### src/pkg/dtcs_map.vh
`ifndef DTCS_MAP_VH
`define DTCS_MAP_VH

// Widths of the delay, carrier divider, one-shot width and duty fields.
`define DTCS_DELAY_W 16
`define DTCS_DIV_W 4
`define DTCS_SHOT_W 4
`define DTCS_DUTY_W 3

// Reset value of the active edge delays.
`define DTCS_DELAY_RST 16'h0000

// The carrier period in carrier clock ticks, and the last phase of it.
`define DTCS_CARRIER_PHASES 8
`define DTCS_PHASE_LAST 3'h7

// Dead-time clock select codes.
`define DTCS_DTCLK_PWM 1'b0
`define DTCS_DTCLK_TIMER 1'b1

`endif

### src/design/dtcs_deadtime_carrier_stage.v
// Function
// - Both pair outputs derivable from A input.
// - Edge delays load only through shadow update.
// - Nine switches, each its own control.
// - Every switch combination is supported.
// - Typical modes: A feeds both paths.
// - Both bypasses set: pass inputs undelayed.
// - Invert pair selects output polarity mode.
// - A bypass only: B is fall-delayed A.
// - B bypass only: A is rise-delayed A.
// - Independent 16-bit delays in dead-time periods.
// - Dead-time clock: PWM or timer clock.
// - Carrier chops active time into pulses.
// - Carrier rate, duty from divider, duty fields.
// - First pulse: 8*(div+1)*(width+1) clocks.
// - After first pulse, chop at carrier rate.
// - Sustain duty is duty field over eight.
// - One enable bit switches carrier on.

`include "dtcs_map.vh"

`default_nettype none

// Delays one chosen edge of a signal; the other edge passes at once.
module dtcs_edge_delay #(
  parameter DELAY_W = `DTCS_DELAY_W,
  parameter DELAYED_LEVEL = 1
) (
  // Clock and reset.
  input wire core_clk,
  input wire rstn,
  // Dead-time clock enable.
  input wire dt_tick,
  // Delay in dead-time clock periods.
  input wire [DELAY_W-1:0] delay,
  // Signal path.
  input wire sig_in,
  output wire sig_out
);

  localparam [0:0] LVL = (DELAYED_LEVEL != 0) ? 1'b1 : 1'b0;

  reg [DELAY_W-1:0] cnt_r;
  reg [DELAY_W-1:0] cnt_nxt;
  reg out_r;
  reg out_nxt;

  assign sig_out = out_r;

  // The counter is reloaded while the input sits at the undelayed level, so a
  // short pulse toward the delayed level is dropped when the input returns.
  always @* begin
    cnt_nxt = cnt_r;
    out_nxt = out_r;
    if (sig_in != LVL) begin
      out_nxt = sig_in;
      cnt_nxt = delay;
    end else if (out_r != sig_in) begin
      if (cnt_r == {DELAY_W{1'b0}}) begin
        out_nxt = sig_in;
      end else if (dt_tick) begin
        cnt_nxt = cnt_r - 1'b1;
      end
    end
  end

  // Both paths leave reset low, so no output pulse follows reset.
  always @(posedge core_clk) begin
    if (!rstn) begin
      cnt_r <= {DELAY_W{1'b0}};
      out_r <= 1'b0;
    end else begin
      cnt_r <= cnt_nxt;
      out_r <= out_nxt;
    end
  end

endmodule // dtcs_edge_delay

// Chops the active time of one signal with a one-shot pulse and a carrier.
module dtcs_carrier_chan #(
  parameter DIV_W = `DTCS_DIV_W,
  parameter SHOT_W = `DTCS_SHOT_W,
  parameter DUTY_W = `DTCS_DUTY_W
) (
  // Clock and reset.
  input wire core_clk,
  input wire rstn,
  // Carrier settings.
  input wire carrier_on,
  input wire [DIV_W-1:0] carrier_divider,
  input wire [DUTY_W-1:0] carrier_sustain_duty,
  input wire [SHOT_W-1:0] first_pulse_width,
  // Signal path.
  input wire sig_in,
  output wire sig_out
);

  reg [DIV_W-1:0] pre_r;
  reg [DIV_W-1:0] pre_nxt;
  reg [2:0] phase_r;
  reg [2:0] phase_nxt;
  reg [SHOT_W-1:0] shot_r;
  reg [SHOT_W-1:0] shot_nxt;
  reg shot_on_r;
  reg shot_on_nxt;
  reg out_r;
  wire chop;

  assign chop = shot_on_r | (phase_r < carrier_sustain_duty);
  assign sig_out = out_r;

  always @* begin
    pre_nxt = pre_r + 1'b1;
    phase_nxt = phase_r;
    shot_nxt = shot_r;
    shot_on_nxt = shot_on_r;
    if (!sig_in) begin
      // Counters stay armed while inactive so the next interval starts clean.
      pre_nxt = {DIV_W{1'b0}};
      phase_nxt = 3'h0;
      shot_nxt = {SHOT_W{1'b0}};
      shot_on_nxt = 1'b1;
    end else if (pre_r == carrier_divider) begin
      pre_nxt = {DIV_W{1'b0}};
      phase_nxt = phase_r + 1'b1;
      if (phase_r == `DTCS_PHASE_LAST && shot_on_r) begin
        if (shot_r == first_pulse_width) begin
          shot_on_nxt = 1'b0;
        end else begin
          shot_nxt = shot_r + 1'b1;
        end
      end
    end
  end

  always @(posedge core_clk) begin
    if (!rstn) begin
      pre_r <= {DIV_W{1'b0}};
      phase_r <= 3'h0;
      shot_r <= {SHOT_W{1'b0}};
      shot_on_r <= 1'b1;
    end else begin
      pre_r <= pre_nxt;
      phase_r <= phase_nxt;
      shot_r <= shot_nxt;
      shot_on_r <= shot_on_nxt;
    end
  end

  // The output is registered so the gate driver never sees a decode glitch.
  always @(posedge core_clk) begin
    if (!rstn) begin
      out_r <= 1'b0;
    end else if (carrier_on) begin
      out_r <= sig_in & chop;
    end else begin
      out_r <= sig_in;
    end
  end

endmodule // dtcs_carrier_chan

module dtcs_deadtime_carrier_stage #(
  parameter DELAY_W = `DTCS_DELAY_W,
  parameter DIV_W = `DTCS_DIV_W,
  parameter SHOT_W = `DTCS_SHOT_W,
  parameter DUTY_W = `DTCS_DUTY_W
) (
  // Clock and reset.
  input wire core_clk,
  input wire rstn,
  // One-cycle enable at the timer clock rate.
  input wire timer_tick,
  // Generator outputs.
  input wire gen_a_in,
  input wire gen_b_in,
  // Dead-time switches.
  input wire second_output_bypass,
  input wire first_output_bypass,
  input wire rise_path_invert,
  input wire fall_path_invert,
  input wire rise_path_source_sel,
  input wire fall_path_source_sel,
  input wire first_output_swap,
  input wire second_output_swap,
  input wire dual_edge_mode,
  input wire deadtime_clock_select,
  // Delay shadow values and their update strobe.
  input wire [DELAY_W-1:0] rise_delay_config,
  input wire [DELAY_W-1:0] fall_delay_config,
  input wire delay_shadow_load,
  // Carrier settings.
  input wire carrier_on,
  input wire [DIV_W-1:0] carrier_divider,
  input wire [DUTY_W-1:0] carrier_sustain_duty,
  input wire [SHOT_W-1:0] first_pulse_width,
  // Outputs to the gate drivers.
  output wire pwm_chan_first_out,
  output wire pwm_chan_second_out,
  // Active delay values.
  output reg [DELAY_W-1:0] rise_delay_count,
  output reg [DELAY_W-1:0] fall_delay_count
);

  wire dt_tick;
  reg rise_src;
  reg fall_src;
  wire rise_dly;
  wire fall_dly;
  wire rise_path;
  wire fall_path;
  reg first_pre;
  reg second_pre;
  reg first_dt;
  reg second_dt;

  // Returns the second value when the select is set, else the first.
  function dtcs_pick;
    input sel;
    input first_val;
    input second_val;
    begin
      if (sel) begin
        dtcs_pick = second_val;
      end else begin
        dtcs_pick = first_val;
      end
    end
  endfunction

  // Applies the polarity switch of one delay path.
  function dtcs_polar;
    input level;
    input invert;
    begin
      dtcs_polar = level ^ invert;
    end
  endfunction

  // Software writes reach the active delays only on the update strobe.
  always @(posedge core_clk) begin
    if (!rstn) begin
      rise_delay_count <= `DTCS_DELAY_RST;
      fall_delay_count <= `DTCS_DELAY_RST;
    end else if (delay_shadow_load) begin
      rise_delay_count <= rise_delay_config;
      fall_delay_count <= fall_delay_config;
    end
  end

  // The PWM clock is this clock itself, so it ticks every cycle.
  assign dt_tick = (deadtime_clock_select == `DTCS_DTCLK_TIMER) ? timer_tick : 1'b1;

  // With both selects low the A input feeds both delay paths.
  always @* begin
    rise_src = dtcs_pick(rise_path_source_sel, gen_a_in, gen_b_in);
    fall_src = dtcs_pick(fall_path_source_sel, gen_a_in, gen_b_in);
    // Dual-edge mode cascades the rise path into the fall path.
    if (dual_edge_mode) begin
      fall_src = rise_dly;
    end
  end

  dtcs_edge_delay #(
    .DELAY_W(DELAY_W),
    .DELAYED_LEVEL(1)
  ) u_rise (
    .core_clk(core_clk),
    .rstn(rstn),
    .dt_tick(dt_tick),
    .delay(rise_delay_count),
    .sig_in(rise_src),
    .sig_out(rise_dly)
  );

  dtcs_edge_delay #(
    .DELAY_W(DELAY_W),
    .DELAYED_LEVEL(0)
  ) u_fall (
    .core_clk(core_clk),
    .rstn(rstn),
    .dt_tick(dt_tick),
    .delay(fall_delay_count),
    .sig_in(fall_src),
    .sig_out(fall_dly)
  );

  assign rise_path = dtcs_polar(rise_dly, rise_path_invert);
  assign fall_path = dtcs_polar(fall_dly, fall_path_invert);

  // Each switch acts on its own, so every combination is legal.
  always @* begin
    first_pre = dtcs_pick(first_output_bypass, rise_path, gen_a_in);
    second_pre = dtcs_pick(second_output_bypass, fall_path, gen_b_in);
    // Swaps act after bypass and polarity, each output on its own.
    first_dt = first_pre;
    second_dt = second_pre;
    if (first_output_swap) begin
      first_dt = second_pre;
    end
    if (second_output_swap) begin
      second_dt = first_pre;
    end
  end

  dtcs_carrier_chan #(
    .DIV_W(DIV_W),
    .SHOT_W(SHOT_W),
    .DUTY_W(DUTY_W)
  ) u_car_first (
    .core_clk(core_clk),
    .rstn(rstn),
    .carrier_on(carrier_on),
    .carrier_divider(carrier_divider),
    .carrier_sustain_duty(carrier_sustain_duty),
    .first_pulse_width(first_pulse_width),
    .sig_in(first_dt),
    .sig_out(pwm_chan_first_out)
  );

  dtcs_carrier_chan #(
    .DIV_W(DIV_W),
    .SHOT_W(SHOT_W),
    .DUTY_W(DUTY_W)
  ) u_car_second (
    .core_clk(core_clk),
    .rstn(rstn),
    .carrier_on(carrier_on),
    .carrier_divider(carrier_divider),
    .carrier_sustain_duty(carrier_sustain_duty),
    .first_pulse_width(first_pulse_width),
    .sig_in(second_dt),
    .sig_out(pwm_chan_second_out)
  );

endmodule // dtcs_deadtime_carrier_stage

`default_nettype wire

### config.mk
export PLATFORM = sky130hd
export DESIGN_NAME = dtcs_deadtime_carrier_stage
export DESIGN_NICKNAME = d
export VERILOG_FILES = /design/src/design/dtcs_deadtime_carrier_stage.v
export VERILOG_INCLUDE_DIRS = /design/src /design/src/pkg
export SDC_FILE = /design/constraint.sdc
export NUM_CORES = 1
export LEC_CHECK = 0
export BUFFER_PORTS_ARGS = -buffer_cell sky130_fd_sc_hd__buf_2
export CORE_UTILIZATION = 55
export DETAILED_ROUTE_END_ITERATION = 7
export GPL_TIMING_DRIVEN = 0
export PLACE_DENSITY_LB_ADDON = 0.25
export RECOVER_POWER = 25
export SYNTH_ARGS = -nofsm -noshare
export SYNTH_HDL_FRONTEND = slang
export SYNTH_SLANG_ARGS = --single-unit
### constraint.sdc
create_clock -name core_clk -period 2.9 [get_ports core_clk]
set_input_delay 0.29 -clock core_clk [delete_from_list [all_inputs] [get_ports core_clk]]
set_output_delay 0.29 -clock core_clk [all_outputs]
set_load 0.05 [all_outputs]
### Word-level counts from Yosys, hierarchy flattened

Index checks and enable logic that the tools add are counted.

| storage, ports and cells | value |
|---|---|
| word-level logic and storage cells | 90 |
| output and inout bits | 34 |
| input port bits | 60 |
| bits in registers | 92 |

| operators by class | value |
|---|---|
| equality and inequality tests | 12 |
| $lt $le $gt $ge | 2 |
| bitwise gates (word level) | 11 |
| $add $sub $neg | 8 |
| reduce and logical (&&, ||, !) cells | 20 |
| mux-type cells | 21 |

Operators by type and width:

| cell | count |
|---|---|
| 16-bit two-way mux | 8 |
| 16-bit zero test | 2 |
| 16-bit by 1-bit subtractor with 16-bit output (second input constant) | 2 |
| 3-bit AND reduction | 6 |
| 4-bit by 1-bit adder with 4-bit output (second input constant) | 4 |
| 4-bit equality test | 4 |
| 1-bit two-way mux | 13 |
| 2-bit AND reduction | 5 |
| 3-bit by 1-bit adder with 3-bit output (second input constant) | 2 |
| 3-bit equality test (second input constant) | 2 |
| 3-bit less-than comparator | 2 |
| 2-bit != test (second input constant) | 3 |
| 2-bit nonzero test | 3 |
| 3-bit OR reduction | 2 |
| 1-bit inverter | 5 |
| 1-bit bitwise AND | 2 |
| 1-bit logical AND | 2 |
| 1-bit != test | 2 |
| 2-bit by 1-bit != test with 1-bit output (second input constant) | 1 |
| 1-bit bitwise OR | 2 |
| 1-bit bitwise XOR | 2 |

### Logic depth before layout (Yosys ltp)

Gate-level depths: netlist of the first run.

| depth | value |
|---|---|
| depth in word-level cells | 5 |
| mapped depth | 8 |
| depth with buffers taken out | 7 |

### Modules after synthesis

A second synthesis of the first run with hierarchy kept.

| unflattened totals | value |
|---|---|
| cells, all modules | 538 |
| area, all modules | 4,926.0 µm² |

Modules (own cells, without submodules):

| module | area each (µm²) | instances | cells each | sequential area each (µm²) |
|---|---|---|---|---|
| dtcs_carrier_chan | 719.4 | 2 | 74 | 260.2 |
| dtcs_deadtime_carrier_stage | 1,346.3 | 1 | 119 | 640.6 |
| dtcs_edge_delay at u_rise | 1,121.1 | 1 | 147 | 340.3 |
| dtcs_edge_delay at u_fall | 1,019.7 | 1 | 124 | 340.3 |

### Worst setup path after synthesis of the first run

OpenSTA, ideal clock, no wires.

| timing path | value |
|---|---|
| path type | input port to flip-flop |
| start point | input port rise_path_source_sel |
| end point | register u_rise.cnt_r[0] |
| path buffers | 1 |
| arrival time | 2,009 ps |
| library setup time | 86 ps |
| data required time | 2,814 ps |
| stages | 7 |
| slack | 805 ps |
| cell sequence | mux2i_4 inv_2 clkbuf_1 ha_1 a311oi_1 o21ai_1 a221oi_2 |

| on the way | value |
|---|---|
| cells in the longest elaborated chain, start to end | 4 |
| elaborated cells between the ends (all ways) | 7 |
| those cells by class | 4 x eq/ne; 2 x mux; 1 x reduce/logical |

RTL lines:

| what | line | text |
|---|---|---|
| start, declared | dtcs_deadtime_carrier_stage.v:183 | `input wire rise_path_source_sel,` |
| 1-bit two-way mux (*) | dtcs_deadtime_carrier_stage.v:224 | `if (sel) begin` |
| 1-bit != test | dtcs_deadtime_carrier_stage.v:58 | `end else if (out_r != sig_in) begin` |
| 2-bit != test (no source line) | n/a |  |
| 3-bit AND reduction (no source line) | n/a |  |
| end signal, assigned | dtcs_deadtime_carrier_stage.v:70 | `cnt_r <= {DELAY_W{1'b0}};` |
| end signal, assigned | dtcs_deadtime_carrier_stage.v:73 | `cnt_r <= cnt_nxt;` |
| end, declared | dtcs_deadtime_carrier_stage.v:43 | `reg [DELAY_W-1:0] cnt_r;` |

Every way passes the cells marked *; elsewhere a longest branch is shown, timed or not.
A chain may end at the register's enable or synchronous reset.

### Worst setup path after layout of the first run

| timing path | value |
|---|---|
| start point | input port rise_path_source_sel |
| end point | register u_rise.cnt_r[1] |

Same word-level chain as after synthesis.

==> reports/results.txt, run 1 <==
Status -> completed
Net count after synthesis -> 600
Post-synthesis cell count -> 525
CTS tree -> yes
Area Overhead vs Synth -> 16.45%
Most frequent cells in the layout -> dfxtp_1 (92), nor2_1 (81), buf_2 (71)
Post-DR vias/cell -> 5.620
Internal power -> 0.002155 W
Buffers and inverters on the worst path -> 4
Die height -> 93.54 um
Placed cells -> 722
Die ar. -> 8749 um^2
Share of cells above drive strength 1 -> 15.66%
Reg2reg start -> u_rise.cnt_r[0]
# DRC -> 0
Synth top area cells -> dfxtp_1 (40%), mux2i_1 (8.9%), nor2_1 (6.6%), ha_1 (4.1%), xnor2_1 (4.0%)
Fmax -> 404.4 MHz
Antenna diode count -> 0
WP data arrival -> 2.77 ns
DR iter-0 viols -> 156
Hold/Removal Path Class -> input pin to flop
Setup_tns -> 0 ns
Final Slew Violations -> 0
Total routed wirelength -> 10.95 mm
Detailed Place HPWL -> 8.108 mm
Gr usage total -> 25.92%
Setup crit end -> u_rise.cnt_r[1]
Filler Cell Count -> 730
Peak supply drop -> 330.4 uV
Root buffer cell -> clkbuf_8
Delay-heaviest family, CP -> compound AO/OA/AOI/OAI gates
Least-Margin Pin Slew -> 0.9933 ns
Ys Warns -> 0
CP startpoint -> rise_path_source_sel
Total iterations of the first detailed-routing run -> 5
Max Cap Viol -> 0
Site Rows -> 33
Seq/Total Area, Yosys -> 39.97%
H-tree depth -> 3
Non-filler cells, final -> 737
GP Congestion -> 0.9166
Final Hold Viols -> 0
Crit Path Class -> input pin to flop
Startpoint types -> input pin
Non-Filler Cell Area, Final -> 5366 um^2
R2R setup slack -> 0.47 ns
Hold-fix buffers, CTS -> 0
Post_cts resized -> 0
EDFF count, synth -> 0
Routed wire per std cell -> 14.86 um
Seq cells post-synth -> 92
CP peak stage delay -> 0.77 ns
CP endpoint kind -> flop
Initial antenna violation count -> 0
Finish-stage setup viols -> 0
RSZ-0062 raised after global routing -> no
CTS clk-pin slew, worst paths -> 0.10 ns
I/O Pins -> 94
Worst-path fanout max -> 10
Worst slew margin -> 33.33%
Power density cells -> 627.6 nW/um^2
Synth async-reset ratio -> 0%
Yosys top cell by area -> dfxtp_1
Clock Skew -> 0.01680 ns
Total CTS buffers -> 9
Combinational power share -> 30.0%
Pin count of the biggest net entering global routing -> 17
Worst skew pair latency -> 0.37 ns
Ys flop type -> dfxtp_1
Levels on crit path -> 9
Postcts setup bufs -> 0
Vias in the first global route -> 3909
Sw Pwr -> 0.001213 W
Clk network pwr share -> 26.2%
CP max stage cell -> a311oi_1
Crit-path cells -> buf_2, mux2i_4, inv_2, clkbuf_1, ha_1, a311oi_1, buf_6, o211ai_1, a21oi_1
Lkg Pwr -> 2.242 nW
Seq pwr share -> 43.8%
Nets -> 703
R2R depth -> 8
Distinct cells, synth -> 60
Share of the synthesized area in the top cell type -> 39.97%
Most common cell after layout, fill and taps aside -> dfxtp_1
Final ANT Viol Nets -> 0
CTS max path bufs -> 2
Mapped cell area -> 4608 um^2
Die X -> 93.54 um
First-pass GRT wire length -> 17.91 mm
Worst R2R End -> u_rise.cnt_r[1]
Placed Area -> 5200 um^2
Period utilisation layout -> 85.27%
Core ar. -> 8175 um^2
Clk sink count -> 92
Worst EP required -> 3.20 ns
Vias -> 4142
Min Tclk post-route -> 2.473 ns
Initial Util -> 56.37%
Switching Fraction -> 36.02%
Total gr overflow -> 0
IO Port Bufs -> 92
Syn Area/Cell -> 8.777 um^2
cell usage after synthesis (7+ instances only):
cell type   n
o21ai_1    13
xnor2_1    21
nor3_1      9
nor2_1     81
dfxtp_1    92
nand2_1    34
a21o_1      8
nand3_1    13
ha_1       15
o21ai_0    17
inv_1      12
mux2i_1    41
a21oi_1    31
xor2_1     19
clkbuf_1   20
nor4_1      7
metrics by stage:
step | setup slack, ns | total power [W] | hold slack (ns) | util (%)
finish | 0.4271 | 0.003368 | 0.1564 | 65.64
global route | 0.2675 | 0.003545 | 0.1649 | 65.64
CTS | 0.4664 | 0.003363 | 0.1549 | 65.99
detailed placement | 0.09126 | 0.002499 | 0.4776 | 63.61
global placement | 0.1822 | 0.002466 | 0.4573 | 63.61
floorplan | 0.8046 | 0.002246 | 0.4372 | -
worst min-delay path by stage:
stage	start	end	slack (ns)	depth (start not counted)
3_5_place_dp	u_rise.cnt_r[6]	u_rise.cnt_r[6]	0.48	2
2_1_floorplan	rise_delay_config[5]	rise_delay_count[5]	0.44	2
5_1_grt	fall_delay_config[7]	fall_delay_count[7]	0.16	3
6_report	rise_delay_config[4]	rise_delay_count[4]	0.16	3
4_1_cts	fall_delay_config[7]	fall_delay_count[7]	0.15	3
3_3_place_gp	u_car_first.pre_r[0]	u_car_first.pre_r[0]	0.46	1
routing by layer:
layer  part of all wire (%)  track usage (%)
met4                    1.6            10.00
met1                     45            32.63
met2                     48            44.36
met3                    6.0            4.065
met5                      0                0
flip-flops by register name, summed over array words and instances (netlist names):
name,flops
fall_delay_count,16
rise_delay_count,16
u_car_first.phase_r,3
u_car_first.pre_r,4
u_car_first.shot_on_r,1
u_car_first.shot_r,4
u_car_first.sig_out,1
u_car_second.phase_r,3
u_car_second.pre_r,4
u_car_second.shot_on_r,1
u_car_second.shot_r,4
u_car_second.sig_out,1
u_fall.cnt_r,16
u_fall.sig_out,1
u_rise.cnt_r,16
u_rise.sig_out,1
worst register-to-register path, cell delays in order, from the launching register on:
cell and delay [ns]:
dfxtp_1 0.38, inv_1 0.09, ha_1 0.24, or3b_1 0.20, nor2_1 0.09, a311oi_1 0.86
buf_6 0.25, o211ai_1 0.10, a21oi_1 0.15
cells by family after synthesis:
group | Yosys count | share of synthesized area [%]
muxes | 43 | 9.639
DFF | 92 | 39.97
buffers and inverters | 43 | 3.882
and+or+nand+nor | 186 | 20.31
xor gates and xnor gates | 40 | 7.603
adders and majority gates | 15 | 4.073
AOI/OAI and AO/OA | 106 | 14.53
power by group through the flow:
stage | clock [W] | combinational (W) | sequential, W
6_report | 0.000881 | 0.00101 | 0.00148
5_1_grt | 0.000945 | 0.00111 | 0.00149
3_3_place_gp | 0 | 0.000972 | 0.00149
2_1_floorplan | 0 | 0.000671 | 0.00157
4_1_cts | 0.000885 | 0.00101 | 0.00147
3_5_place_dp | 0 | 0.000999 | 0.00150
layout make-up:
cell class	count	area (um^2)	share of cell area [%]
plain buffers	30	130.1	2.425
clock buffers	9	123.9	2.308
clock inverters	6	71.32	1.329
inverters	13	48.80	0.9093
multi-input cells	390	2587	48.22
flip-flops and latches	92	1842	34.32
well taps	105	131.4	2.448
repair buffers	92	431.7	8.044
Note: power is estimated with default switching activity, not from simulation.
==> inputs of run 2 (changes only) <==
RECOVER_POWER = default   (was 25)
==> run 2 against run 1 <==
Against the previous run:
- critical path depth unchanged
- non-clock buffer count unchanged
- maximum frequency decreased by 0.79%
- clock power decreased by 0.7%
- hold slack got worse by 0.0024 ns
- first-iteration DRC count decreased by 3.8%
- register-to-register slack about the same
- final cell count unchanged
- via count about the same
- die area unchanged
- clock skew increased by 0.00076 ns
==> reports/results.txt, run 2 (same netlist as run 1, synthesis figures left out) <==
CP peak stage delay -> 0.79 ns (+0.02 ns)
Fmax -> 401.2 MHz (-0.79%)
Hold-fix buffers, CTS -> 0 (unchanged)
RSZ-0062 raised after global routing -> no
R2R depth -> 8 (unchanged)
Antenna diode count -> 0 (unchanged)
WP data arrival -> 2.79 ns (+0.02 ns)
Finish-stage setup viols -> 0 (unchanged)
Clock Skew -> 0.01757 ns (+0.0007630 ns)
Power density cells -> 624.1 nW/um^2 (-0.56%)
Min Tclk post-route -> 2.493 ns (+0.01965 ns)
Footprint of the multi-input gates -> 2587 um^2 (unchanged)
Total CTS buffers -> 9 (unchanged)
Lkg Pwr -> 2.329 nW (+3.9%)
Share of cells above drive strength 1 -> 19.30% (+3.6 points)
Initial Util -> 56.37% (unchanged)
Total routed wirelength -> 10.91 mm (-0.41%)
Placed cells -> 722 (unchanged)
Setup_tns -> 0 ns (unchanged)
Clk sink count -> 92 (unchanged)
Filler Cell Count -> 718 (-1.6%)
Startpoint types -> input pin
Detailed Place HPWL -> 8.108 mm (unchanged)
Final Hold Viols -> 0 (unchanged)
Die height -> 93.54 um (unchanged)
Post-DR vias/cell -> 5.617 (about the same)
CTS max path bufs -> 2 (unchanged)
Initial antenna violation count -> 0 (unchanged)
Worst-path fanout max -> 10 (unchanged)
First-pass GRT wire length -> 17.91 mm (unchanged)
Gr usage total -> 25.92% (unchanged)
CP endpoint kind -> flop
Setup crit end -> u_rise.cnt_r[1]
Nets -> 703 (unchanged)
H-tree depth -> 3 (unchanged)
Final Slew Violations -> 0 (unchanged)
Final ANT Viol Nets -> 0 (unchanged)
Area Overhead vs Synth -> 17.08%
R2R setup slack -> 0.46 ns (about the same)
Max Cap Viol -> 0 (unchanged)
Final design utilization -> 65.99% (+0.35 points)
Total iterations of the first detailed-routing run -> 5 (unchanged)
GP Congestion -> 0.9166 (unchanged)
# DRC -> 0 (unchanged)
Site Rows -> 33 (unchanged)
DR iter-0 viols -> 150 (-3.8%)
Routed wire per std cell -> 14.80 um (-0.41%)
Pin count of the biggest net entering global routing -> 17 (unchanged)
Worst hold slack -> 0.1540 ns (-0.002396 ns)
Crit-path cells -> buf_2, mux2i_4, inv_2, clkbuf_1, ha_1, a311oi_1, buf_6, o211ai_1, a21oi_1
Die ar. -> 8749 um^2 (unchanged)
Post_cts resized -> 0 (unchanged)
Placed Area -> 5200 um^2 (unchanged)
Non-filler cells, final -> 737 (unchanged)
Crit Path Class -> input pin to flop
I/O Pins -> 94 (unchanged)
Vias -> 4140 (-0.048%)
Worst skew pair latency -> 0.37 ns (about the same)
IO Port Bufs -> 92 (unchanged)
Storage cell area -> 1842 um^2 (unchanged)
Vias in the first global route -> 3909 (unchanged)
Period utilisation layout -> 85.95% (+0.68 points)
CP max stage cell -> a311oi_1
Least-Margin Pin Slew -> 1.013 ns (+0.01918 ns)
Reg2reg start -> u_rise.cnt_r[0]
CP startpoint -> rise_path_source_sel
Peak supply drop -> 333.4 uV (+0.92%)
Worst R2R End -> u_rise.cnt_r[1]
Hold/Removal Path Class -> input pin to flop
Worst slew margin -> 32.04% (-1.3 points)
Most common cell after layout, fill and taps aside -> buf_2
Worst EP required -> 3.20 ns (about the same)
Root buffer cell -> clkbuf_8
Most frequent cells in the layout -> buf_2 (94), dfxtp_1 (92), nor2_1 (81)
Core ar. -> 8175 um^2 (unchanged)
Postcts setup bufs -> 0 (unchanged)
CTS clk-pin slew, worst paths -> 0.10 ns (about the same)
Non-Filler Cell Area, Final -> 5395 um^2 (+0.54%)
Die X -> 93.54 um (unchanged)
CTS tree -> yes
Status -> completed
Total gr overflow -> 0 (unchanged)
[run 2: report_power, final]
part           switching [W]  internal, W  leakage, nW  total [W]
Combinational       0.000632     0.000385         1.48    0.00102
Sequential          0.000102      0.00137        0.754    0.00147
Clock               0.000472     0.000403       0.0927   0.000875
Total                0.00121      0.00216         2.33    0.00337
[run 2: worst min path at each step]
stage | slack [ns] | startpoint | to | cells after the start
final | 0.15 | rise_delay_config[4] | rise_delay_count[4] | 3
after global routing | 0.16 | fall_delay_config[7] | fall_delay_count[7] | 3
after CTS | 0.15 | fall_delay_config[7] | fall_delay_count[7] | 3
after detailed placement | 0.48 | u_rise.cnt_r[6] | u_rise.cnt_r[6] | 2
after global placement | 0.46 | u_car_first.pre_r[0] | u_car_first.pre_r[0] | 1
after floorplan | 0.44 | rise_delay_config[5] | rise_delay_count[5] | 2
[run 2: metrics by stage]
| stage | power (W) | setup WS, ns |
|---|---|---|
| after floorplan | 0.002246 | 0.8046 |
| after global placement | 0.002466 | 0.1822 |
| after detailed placement | 0.002499 | 0.09126 |
| after CTS | 0.003363 | 0.4664 |
| after global routing | 0.003550 | 0.2675 |
| final | 0.003367 | 0.4074 |
[run 2: cell type report]
class / count / share of cell area (%)
plain buffers: 30 / 2.412
clock buffers: 9 / 2.296
clock inverters: 6 / 1.322
inverters: 13 / 0.9045
multi-input cells: 390 / 47.96
flip-flops and latches: 92 / 34.14
well taps: 105 / 2.435
repair buffers: 92 / 8.534
[run 2: per-layer routing]
layer	share of wire, %	vias to the layer above	routed length, um	track usage [%]
met5	0	-	0	0
met4	2.0	0	214	10.00
met3	5.6	23	615	4.065
met2	48	139	5202	44.36
met1	45	1922	4874	32.63
li1	-	2056	-	-
[run 2: worst max-delay path: cells and delay by family]
| kind | cells | cell delay [ns] |
|---|---|---|
| AOI/OAI and AO/OA | 3 | 1.04 |
| adders and majority gates | 1 | 0.30 |
| buffers and inverters | 4 | 0.77 |
| muxes | 1 | 0.39 |
